`config.mk`:
```
export PLATFORM = sky130hd
export DESIGN_NAME = adop_output_port
export DESIGN_NICKNAME = d
export VERILOG_FILES = /design/src/adop_pkg.sv /design/src/adop_pipe_if.sv /design/src/adop_delay_line.sv /design/src/adop_output_port.sv
export SDC_FILE = /design/constraint.sdc
export NUM_CORES = 1
export LEC_CHECK = 0
export BUFFER_PORTS_ARGS = -buffer_cell sky130_fd_sc_hd__buf_2
export CORE_ASPECT_RATIO = 1.4
export CORE_MARGIN = 2
export CORE_UTILIZATION = 60
export DETAILED_ROUTE_END_ITERATION = 10
export PLACE_DENSITY = 0.83
export REMOVE_ABC_BUFFERS = 1
export SYNTH_ARGS = -nofsm -noshare
export SYNTH_HDL_FRONTEND = slang
export SYNTH_HIERARCHICAL = 1
export SYNTH_SLANG_ARGS = --single-unit
export TNS_END_PERCENT = 10
```
`constraint.sdc`:
```
create_clock -name clock_i -period 3.62 [get_ports clock_i]
set_clock_uncertainty 0.05 [all_clocks]
set_input_delay 0.362 -clock clock_i [delete_from_list [all_inputs] [get_ports clock_i]]
set_output_delay 0.362 -clock clock_i [all_outputs]
set_load 0.02 [all_outputs]
```
`src/adop_pkg.sv`:
```
package adop_pkg;

	// Data path widths
	localparam int WORD_W = 14;
	localparam int PIPE_DEPTH = 7;
	localparam int ADDR_W = 12;
	localparam int CNT_W = 16;

	// Register byte offsets
	localparam logic [11:0] CTRL_OFS = 12'h000;
	localparam logic [11:0] STATUS_OFS = 12'h004;
	localparam logic [11:0] COUNT_OFS = 12'h008;

	// Control register field positions
	localparam int CTRL_OUT_DIS_BIT = 0;
	localparam int CTRL_PWR_DOWN_BIT = 1;
	localparam int CTRL_NOISE_BIT = 2;
	localparam int CTRL_SCRAMBLE_BIT = 3;
	localparam int CTRL_GAIN_BIT = 4;
	localparam int CTRL_MODE_LSB = 5;

	// Status register field positions
	localparam int STATUS_FLAG_BIT = 14;

	// Values after reset
	localparam logic RST_OUT_DIS = 1'b0;
	localparam logic RST_PWR_DOWN = 1'b0;
	localparam logic RST_NOISE = 1'b0;
	localparam logic RST_SCRAMBLE = 1'b0;
	localparam logic RST_GAIN = 1'b0;

	// Format select levels: ground, one third, two thirds, full supply
	typedef enum logic [1:0]
	{
		ADOP_MODE_OB_NODCS = 2'h0,
		ADOP_MODE_OB_DCS = 2'h1,
		ADOP_MODE_TC_DCS_A = 2'h2,
		ADOP_MODE_TC_DCS_B = 2'h3
	} adop_mode_t;

	localparam adop_mode_t RST_MODE = ADOP_MODE_OB_NODCS;

	// Most significant bit flip that turns offset binary into two's complement
	localparam logic [13:0] TC_FLIP = 14'h2000;

endpackage

```
`src/adop_pipe_if.sv`:
```
// Hand-off between the output port and the conversion delay line
interface adop_pipe_if;
	logic advance;
	logic [13:0] in_word;
	logic in_flag;
	logic [13:0] out_word;
	logic out_flag;

	modport producer (output advance, output in_word, output in_flag, input out_word, input out_flag);
	modport consumer (input advance, input in_word, input in_flag, output out_word, output out_flag);
endinterface

```
`src/adop_delay_line.sv`:
```
// Conversion pipeline: each sample moves one stage per accepted encode rising edge
module adop_delay_line
(
	input wire logic clock_i,     // System clock
	input wire logic reset_n_i,   // Async reset, active low
	adop_pipe_if.consumer pipe    // Samples in, delayed samples out
);

	typedef struct packed
	{
		logic [adop_pkg::PIPE_DEPTH-1:0][adop_pkg::WORD_W-1:0] word;
		logic [adop_pkg::PIPE_DEPTH-1:0] flag;
	} adop_line_t;

	adop_line_t st;
	adop_line_t next_st;

	// Shift word and flag together so the flag stays with its sample
	always_comb
	begin
		next_st = st;
		if (pipe.advance)
		begin
			next_st.word[0] = pipe.in_word;
			next_st.flag[0] = pipe.in_flag;
			for (int i = 1; i < adop_pkg::PIPE_DEPTH; i++)
			begin
				next_st.word[i] = st.word[i-1];
				next_st.flag[i] = st.flag[i-1];
			end
		end
	end

	always_ff @(posedge clock_i or negedge reset_n_i)
	begin
		if (!reset_n_i)
			st <= '0;
		else
			st <= next_st;
	end

	// Oldest stage feeds the output register
	assign pipe.out_word = st.word[adop_pkg::PIPE_DEPTH-1];
	assign pipe.out_flag = st.flag[adop_pkg::PIPE_DEPTH-1];

endmodule

```
`src/adop_output_port.sv`:
```
//Contract
// - A rising positive encode edge freezes the sample for that conversion.
// - Power-down low is normal; high stops the core and floats outputs.
// - Dither-enable high turns internal dither on; low turns it off.
// - Each result is a 14-line word, line 13 the most significant.
// - Negative strobe toggles per sample; capture on its falling edge.
// - Positive strobe is the inverse; capture may use its rising edge.
// - Range flag goes high when the sample over- or underflowed.
// - Output-enable low drives the digital output lines.
// - Output-enable high puts the digital output lines in high impedance.
// - Format at ground: offset binary, duty-cycle stabilizer off.
// - Format at one third supply: offset binary, stabilizer on.
// - Format at two thirds or full supply: two's complement, stabilizer on.
// - Scramble high: bits 1..13 XORed with bit 0; bit 0 unchanged.
// - Scramble low sends unmodified words.
// - Gain low: unity gain, 2.25 V span; high: gain 1.5, 1.5 V span.
// - A sample appears at the outputs seven encode cycles after sampling.
module adop_output_port
(
	input wire logic clock_i,                 // System clock, 200 MHz
	input wire logic reset_n_i,               // Async reset, active low
	input wire logic sample_clock_pos_i,      // Encode input, positive leg
	input wire logic sample_clock_neg_i,      // Encode input, negative leg
	input wire logic [13:0] conv_word_i,      // Quantized core result, offset binary
	input wire logic conv_over_i,             // Core over/underflow indication
	input wire logic psel_i,                  // APB select
	input wire logic penable_i,               // APB access phase
	input wire logic pwrite_i,                // APB direction, high for write
	input wire logic [11:0] paddr_i,          // APB byte address
	input wire logic [31:0] pwdata_i,         // APB write data
	output logic [31:0] prdata_o,             // APB read data
	output logic pready_o,                    // APB ready
	output logic pslverr_o,                   // APB error, unmapped address
	output logic [13:0] sample_word_lines_o,  // Parallel sample word
	output logic sample_word_oe_o,            // Drive enable of word lines
	output logic range_exceeded_flag_o,       // Over/under range flag
	output logic range_flag_oe_o,             // Drive enable of range flag
	output logic data_strobe_neg_o,           // Data valid strobe
	output logic data_strobe_pos_o,           // Inverted data valid strobe
	output logic data_strobe_oe_o,            // Drive enable of both strobes
	output logic analog_power_down_o,         // Analog section powered off
	output logic noise_inject_select_o,       // Internal dither enable
	output logic input_gain_select_o,         // Front-end gain 1.5 when high
	output logic duty_stabilizer_en_o         // Clock duty-cycle stabilizer on
);

	typedef struct packed
	{
		logic pos_meta;
		logic pos_sync;
		logic neg_meta;
		logic neg_sync;
		logic [13:0] word_meta;
		logic [13:0] word_sync;
		logic over_meta;
		logic over_sync;
		logic enc_level;
		logic out_dis;
		logic power_down;
		logic noise;
		logic scramble;
		logic gain;
		adop_pkg::adop_mode_t mode;
		logic [13:0] out_word;
		logic out_flag;
		logic strobe_neg;
		logic strobe_pos;
		logic drive;
		logic dcs;
		logic [adop_pkg::CNT_W-1:0] count;
		logic [31:0] rdata;
		logic ready;
		logic slverr;
	} adop_state_t;

	adop_state_t st;
	adop_state_t next_st;
	adop_pipe_if pipe ();

	logic enc_now;
	logic enc_rise;
	logic enc_fall;
	logic advance;
	logic twos;
	logic [13:0] fmt_word;
	logic apb_setup;
	logic apb_write;
	logic mapped;

	// Seven stages ahead of the output register
	adop_delay_line u_delay
	(
		.clock_i(clock_i),
		.reset_n_i(reset_n_i),
		.pipe(pipe)
	);

	// Delay line is fed only on accepted encode edges
	assign pipe.advance = advance;
	assign pipe.in_word = st.word_sync;
	assign pipe.in_flag = st.over_sync;

	always_comb
	begin
		next_st = st;

		// Two flops on every input from outside this clock
		next_st.pos_meta = sample_clock_pos_i;
		next_st.pos_sync = st.pos_meta;
		next_st.neg_meta = sample_clock_neg_i;
		next_st.neg_sync = st.neg_meta;
		next_st.word_meta = conv_word_i;
		next_st.word_sync = st.word_meta;
		next_st.over_meta = conv_over_i;
		next_st.over_sync = st.over_meta;

		// Differential compare; equal legs keep the old level to avoid chatter
		enc_now = st.enc_level;
		if (st.pos_sync && !st.neg_sync)
			enc_now = 1'b1;
		else if (!st.pos_sync && st.neg_sync)
			enc_now = 1'b0;
		next_st.enc_level = enc_now;
		enc_rise = enc_now && !st.enc_level;
		enc_fall = !enc_now && st.enc_level;

		// Core is off while powered down, so no sample is taken
		advance = enc_rise && !st.power_down;

		// Format then scramble, in that order
		twos = (st.mode == adop_pkg::ADOP_MODE_TC_DCS_A) || (st.mode == adop_pkg::ADOP_MODE_TC_DCS_B);
		fmt_word = twos ? (pipe.out_word ^ adop_pkg::TC_FLIP) : pipe.out_word;
		if (st.scramble)
			fmt_word[13:1] = fmt_word[13:1] ^ {13{fmt_word[0]}};

		// New word launched on encode rise with the strobe; capture waits for the following fall
		if (advance)
		begin
			next_st.out_word = fmt_word;
			next_st.out_flag = pipe.out_flag;
			next_st.strobe_neg = 1'b1;
			next_st.count = st.count + 16'h0001;
		end
		else if (enc_fall && !st.power_down)
			next_st.strobe_neg = 1'b0;
		next_st.strobe_pos = !next_st.strobe_neg;

		// APB: ready in the first access cycle, data registered with it
		apb_setup = psel_i && !penable_i;
		apb_write = psel_i && penable_i && st.ready && pwrite_i;
		mapped = (paddr_i == adop_pkg::CTRL_OFS) || (paddr_i == adop_pkg::STATUS_OFS) ||
			(paddr_i == adop_pkg::COUNT_OFS);
		next_st.ready = apb_setup;
		next_st.slverr = apb_setup && !mapped;
		next_st.rdata = 32'h0000_0000;
		if (apb_setup && !pwrite_i)
		begin
			unique case (paddr_i)
				adop_pkg::CTRL_OFS:
				begin
					next_st.rdata[adop_pkg::CTRL_OUT_DIS_BIT] = st.out_dis;
					next_st.rdata[adop_pkg::CTRL_PWR_DOWN_BIT] = st.power_down;
					next_st.rdata[adop_pkg::CTRL_NOISE_BIT] = st.noise;
					next_st.rdata[adop_pkg::CTRL_SCRAMBLE_BIT] = st.scramble;
					next_st.rdata[adop_pkg::CTRL_GAIN_BIT] = st.gain;
					next_st.rdata[adop_pkg::CTRL_MODE_LSB +: 2] = st.mode;
				end
				adop_pkg::STATUS_OFS:
				begin
					next_st.rdata[13:0] = st.out_word;
					next_st.rdata[adop_pkg::STATUS_FLAG_BIT] = st.out_flag;
				end
				adop_pkg::COUNT_OFS:
					next_st.rdata[adop_pkg::CNT_W-1:0] = st.count;
				default:
					next_st.rdata = 32'h0000_0000;
			endcase
		end
		if (apb_write && (paddr_i == adop_pkg::CTRL_OFS))
		begin
			next_st.out_dis = pwdata_i[adop_pkg::CTRL_OUT_DIS_BIT];
			next_st.power_down = pwdata_i[adop_pkg::CTRL_PWR_DOWN_BIT];
			next_st.noise = pwdata_i[adop_pkg::CTRL_NOISE_BIT];
			next_st.scramble = pwdata_i[adop_pkg::CTRL_SCRAMBLE_BIT];
			next_st.gain = pwdata_i[adop_pkg::CTRL_GAIN_BIT];
			next_st.mode = adop_pkg::adop_mode_t'(pwdata_i[adop_pkg::CTRL_MODE_LSB +: 2]);
		end

		// Drivers float when disabled or powered down
		next_st.drive = !next_st.out_dis && !next_st.power_down;
		next_st.dcs = next_st.mode != adop_pkg::ADOP_MODE_OB_NODCS;
	end

	always_ff @(posedge clock_i or negedge reset_n_i)
	begin
		if (!reset_n_i)
		begin
			st <= '0;
			st.out_dis <= adop_pkg::RST_OUT_DIS;
			st.power_down <= adop_pkg::RST_PWR_DOWN;
			st.noise <= adop_pkg::RST_NOISE;
			st.scramble <= adop_pkg::RST_SCRAMBLE;
			st.gain <= adop_pkg::RST_GAIN;
			st.mode <= adop_pkg::RST_MODE;
			st.strobe_pos <= 1'b1;
			st.drive <= !adop_pkg::RST_OUT_DIS && !adop_pkg::RST_PWR_DOWN;
		end
		else
			st <= next_st;
	end

	// Every output straight from the state register
	assign prdata_o = st.rdata;
	assign pready_o = st.ready;
	assign pslverr_o = st.slverr;
	assign sample_word_lines_o = st.out_word;
	assign sample_word_oe_o = st.drive;
	assign range_exceeded_flag_o = st.out_flag;
	assign range_flag_oe_o = st.drive;
	assign data_strobe_neg_o = st.strobe_neg;
	assign data_strobe_pos_o = st.strobe_pos;
	assign data_strobe_oe_o = st.drive;
	assign analog_power_down_o = st.power_down;
	assign noise_inject_select_o = st.noise;
	assign input_gain_select_o = st.gain;
	assign duty_stabilizer_en_o = st.dcs;

endmodule

```
-- Word-level counts from Yosys, hierarchy flattened
Index checks and enable logic that the tools add are counted.
- output and inout bits: 58
- input port bits: 66
- flip-flop bits (word level): 216
- reduce and logical (&&, ||, !) cells: 30
- equal/unequal tests: 4
- add/subtract/negate cells: 1
- bitwise logic cells: 2
- muxes and demuxes: 11
- operator list (cell ; number):
    $pmux 7 s3 ; 1
    $add 16x1->16 const B ; 1
    $mux 16 ; 1
    $pmux 8 s2 ; 1
    $logic_and 1x1->1 ; 14
    $mux 14 ; 1
    $mux 13 ; 1
    $xor 13x13->13 ; 1
    $eq 12x3->1 const B ; 1
    $eq 12x4->1 const B ; 1
    $logic_not 12->1 ; 1
    $logic_not 1->1 ; 11
    $mux 7 ; 1
    $mux 1 ; 5
    $eq 2x2->1 const B ; 2
    $logic_or 1x1->1 ; 3
    $reduce_bool 2->1 ; 1
    $not 1->1 ; 1

-- Depth between registers and ports, before layout
- depth in word-level cells: 10
- depth in mapped cells: 7

-- Modules after synthesis
Netlist, hierarchy kept.
- by module, submodules not included (module ; instances ; sequential area each (um^2) ; cells each ; area each (um^2)):
    adop_delay_line ; 1 ; 2627.5 ; 236 ; 4254.1
    adop_output_port ; 1 ; 2379.8 ; 326 ; 3886.2

-- Least setup slack after synthesis
No wires, ideal clock.
- path kind: flip-flop to flip-flop
- start: register st (netlist bit analog_power_down_o)
- end: register u_delay/st[0] (netlist name)
- period minus slack after synthesis: 2.208 ns
- buffers on the path: 5
- path slack: 1.412 ns
- arrival time: 2.032 ns
- data required time: 3.445 ns
- cell stages (with the launch flop): 8
- cells stage by stage: dfrtp_1 -> nor4b_1 -> buf_2 -> buf_1 -> buf_6 -> buf_8 -> buf_12 -> mux2_4
- cells in the longest elaborated chain, start to end: 2
- ends and longest elaborated chain (item ; RTL line ; source):
    start: declaration ; adop_output_port.sv:76 ; adop_state_t st;
    start signal: assignment ; adop_output_port.sv:209 ; st <= next_st;
    $logic_not 1->1 ; adop_output_port.sv:128 ; advance = enc_rise && !st.power_down;
    $logic_and 1x1->1 ; adop_output_port.sv:128 ;
    net advance ; adop_output_port.sv:83 ; logic advance;
    end signal: assignment ; adop_delay_line.sv:39 ; st <= next_st;
    end: declaration ; adop_delay_line.sv:15 ; adop_line_t st;
The timed path passes the listed nets, and every way through them passes these cells.
A chain may end at the register's enable or synchronous reset.

==> impl_metrics.env <==
export IMPL_outcome="finished with violations"
export IMPL_violations="negative hold slack"
export IMPL_fin_hold_ws_ns=-0.0121
export IMPL_multi_input_area_sq_mm=0.00252
export IMPL_slowest_stage="dfrtp_1"
export IMPL_critPathBufInv=1
export IMPL_clkTransAtPathRegs_ns=0.07
export IMPL_postCtsHoldBufs=17
export IMPL_core_region_area_sq_mm=0.0133
export IMPL_synth_area_sq_mm=0.00814
export IMPL_ys_seq_area_share_pct=61.5
export IMPL_seqCellArea_sq_mm=0.00501
export IMPL_num_rows=50
export IMPL_synthDistinctLibCells=37
export IMPL_synthMuxAreaShare_pct=19.5
export IMPL_critical_path_max_fanout=96
export IMPL_leakage_nw=4.33
export IMPL_wl_um=12700
export IMPL_synthToLayoutAreaGrowth_pct=11.1
export IMPL_grt_setup_unrepaired="no"
export IMPL_ys_warnings_count=6
export IMPL_grt_usage_pct=18.6
export IMPL_finalWorstSetupSlack_ns=1.15
export IMPL_path_cells="nor4b_2, buf_12, nand4_1, nor4_1, xor2_1"
export IMPL_drcViolationCount=0
export IMPL_drive_above_1_share_pct=38.2
export IMPL_clock_sinks=200
export IMPL_postCtsSetupBuffers=0
export IMPL_finalHoldViolations=28
export IMPL_synth_simple_area_share_pct=5.26
export IMPL_ant_nets=0
export IMPL_synth_ff_type="dfrtp_1"
export IMPL_cap_violations=0
export IMPL_cts_root_buf="clkbuf_16"
export IMPL_die_h_um=142
export IMPL_htree_levels=4
export IMPL_max_freq_mhz=404
export IMPL_ys_ff_latch=200
export IMPL_fillCellCount=879
export IMPL_path_class="reg2reg"
export IMPL_min_path_type="in2async"
export IMPL_wl_per_cell_um=15.7
export IMPL_synth_edf_count=0
export IMPL_fin_util_pct=67.9
export IMPL_drtIter0Drc=249
export IMPL_dieArea_sq_mm=0.0145
export IMPL_vias_per_cell=5.14
export IMPL_setup_violations=0
export IMPL_synth_top_family_by_area="multiplexers"
export IMPL_cp_required_ns=3.90
export IMPL_cts_buffer_depth=2
export IMPL_syn_avg_cell_area_sq_um=14.5
export IMPL_power_switching_w=0.00159
export IMPL_cts_made_buffers=17
export IMPL_num_io_pins=124
export IMPL_cts_resized=0
export IMPL_drtPass1Iterations=4
export IMPL_syn_inst=562
export IMPL_synth_compound_area_share_pct=2.18
export IMPL_antenna_found_initial=1
export IMPL_critPathLaunchType="register"
export IMPL_die_x_um=102
export IMPL_total_power_w=0.00629
export IMPL_clk_latency_ns=0.42
export IMPL_slowest_delay_ns=0.47
export IMPL_cp_data_arrival_time_ns=2.76
export IMPL_ir_drop_uv=353
export IMPL_place_area_sq_mm=0.00825
export IMPL_synthAdderAreaFrac_pct=0.154
export IMPL_fin_crit_sh_pct=68.3
export IMPL_place_ws_ns=1.19
export IMPL_tns_ns=0
export IMPL_gp_congestion=0.818
export IMPL_grt_pass1_wl_um=20900
export IMPL_initial_core_util_pct=61.1
export IMPL_p_seq_share_pct=51.6
export IMPL_tightest_slew_ns=1.11
export IMPL_timing_slew_headroom_pct=26.1
export IMPL_p_comb_share_pct=17.6
export IMPL_swShare_pct=25.3
export IMPL_cp_top_family="simple AND/OR/NAND/NOR gates"
export IMPL_place_hpwl_um=7730
export IMPL_cp_end_kind="register"
export IMPL_design_area_sq_mm=0.00904
export IMPL_power_density_mw_per_mm2=696
export IMPL_grt_max_degree=108
export IMPL_grt_pass1_vias=4269
export IMPL_fin_crit_ns=2.47
export IMPL_nets=682
export IMPL_cts_tree="done"
export IMPL_power_internal_w=0.00470
export IMPL_port_buffers=82
export IMPL_grt_overflow_total=0
export IMPL_routed_via_count=4172
export IMPL_slew_violations=0
export IMPL_synth_xor_area_share_pct=3.12
export IMPL_synthArstFlopShare_pct=100
export IMPL_clkPwrFrac_pct=30.8
==> cell usage after synthesis (all sizes together), types with 2 or more instances <==
master    n  area, sq um
inv       3         11.3
mux2i     8         80.1
a22oi     8         60.1
or4       2         18.8
nand3     5         25.0
and3      2         12.5
xor2     22          193
xnor2     7         61.3
nor4      2         27.5
nor2b     2         12.5
nand2b    3         18.8
dfstp     2         52.6
dfrtp   198         4950
clkbuf    5         18.8
nand2    12         45.0
nor2     46          173
a21oi    20          100
o21ai     2         10.0
nor3      5         25.0
mux2    117         1510
nand4     5         46.3
buf      80          642
==> power groups by stage <==
| stage | clock network [W] | logic [W] | registers, W |
|---|---|---|---|
| final | 0.00194 | 0.00111 | 0.00324 |
| after global routing | 0.00206 | 0.00120 | 0.00332 |
| after CTS | 0.00197 | 0.00112 | 0.00325 |
| after detailed placement | 0 | 0.00109 | 0.00327 |
| after global placement | 0 | 0.00104 | 0.00322 |
| after floorplan | 0 | 0.000880 | 0.00321 |
==> metrics by stage <==
stage | cells | hold WS, ns
after floorplan | 492 | 0.0164
after global placement | 761 | 0.281
after global routing | 811 | 0.0453
final | 811 | -0.0121
after CTS | 810 | 0.0278
after detailed placement | 761 | 0.285
==> cells in the final DEF (no fill, tap or decap), types with 4 or more instances in the layout <==
| cell type | synthesis | routed |
|---|---|---|
| a21oi_1 | 20 | 20 |
| a22oi_1 | 8 | 8 |
| buf_2 | 7 | 81 |
| clkbuf_16 | 0 | 17 |
| clkbuf_8 | 0 | 4 |
| conb_1 | 1 | 16 |
| dfrtp_1 | 198 | 198 |
| dlygate4sd3_1 | 0 | 17 |
| mux2_2 | 67 | 67 |
| mux2_4 | 50 | 50 |
| mux2i_1 | 8 | 8 |
| nand2_1 | 12 | 12 |
| nand3_1 | 5 | 5 |
| nand4_1 | 4 | 4 |
| nor2_1 | 46 | 46 |
| nor3_1 | 5 | 5 |
| xnor2_1 | 7 | 7 |
| xor2_1 | 22 | 22 |
==> path summary, 6_finish.rpt <==
check | startpoint | end | slack [ns] | depth (start not counted)
worst max-delay path | analog_power_down_o | st[48] | 1.15 | 5
worst min-delay path | reset_n_i | next_st[85] | -0.01 | 1
worst max register to register | analog_power_down_o | st[48] | 1.15 | 5
worst min register to register | next_st[90] | pipe.in_word[11] | 0.30 | 0
max in group asynchronous | reset_n_i | data_strobe_oe_o | 2.59 | 2
min in group clock_i | pwdata_i[2] | noise_inject_select_o | 0.13 | 2
==> layout make-up <==
class,count,area share [%]
inverters,3,0.125
clock inverters,10,1.59
flip-flops and latches,200,55.4
well taps,182,2.52
clock buffers,22,5.24
repair buffers,104,7.21
multi-input cells,289,27.9
diodes,1,0.0277
==> state kept, by name, indices dropped and copies added (netlist names), 14 cells and up <==
| name | cells |
|---|---|
| sample_word_lines_o | 14 |
| u_delay/st | 90 |
| st | 23 |
| next_st | 17 |
| u_delay/pipe.out_word | 14 |
| prdata_o | 16 |
| pipe.in_word | 14 |
==> cells by family after synthesis <==
kind of cell | Yosys count
flops | 200
mux | 125
buf+inv | 88
simple gates | 87
compound gates | 31
xor+xnor | 29
fa+ha+maj | 1
other cells | 1
==> metal layers <==
metal / wire length (um) / global-route usage [%] / vias up
met5: 0 / 0 / -
met4: 216 / 6.95 / 0
met3: 409 / 4.33 / 20
met2: 6660 / 30.3 / 97
met1: 5450 / 24.2 / 2130
li1: - / - / 1925
Power figures use the tool's default switching activity.
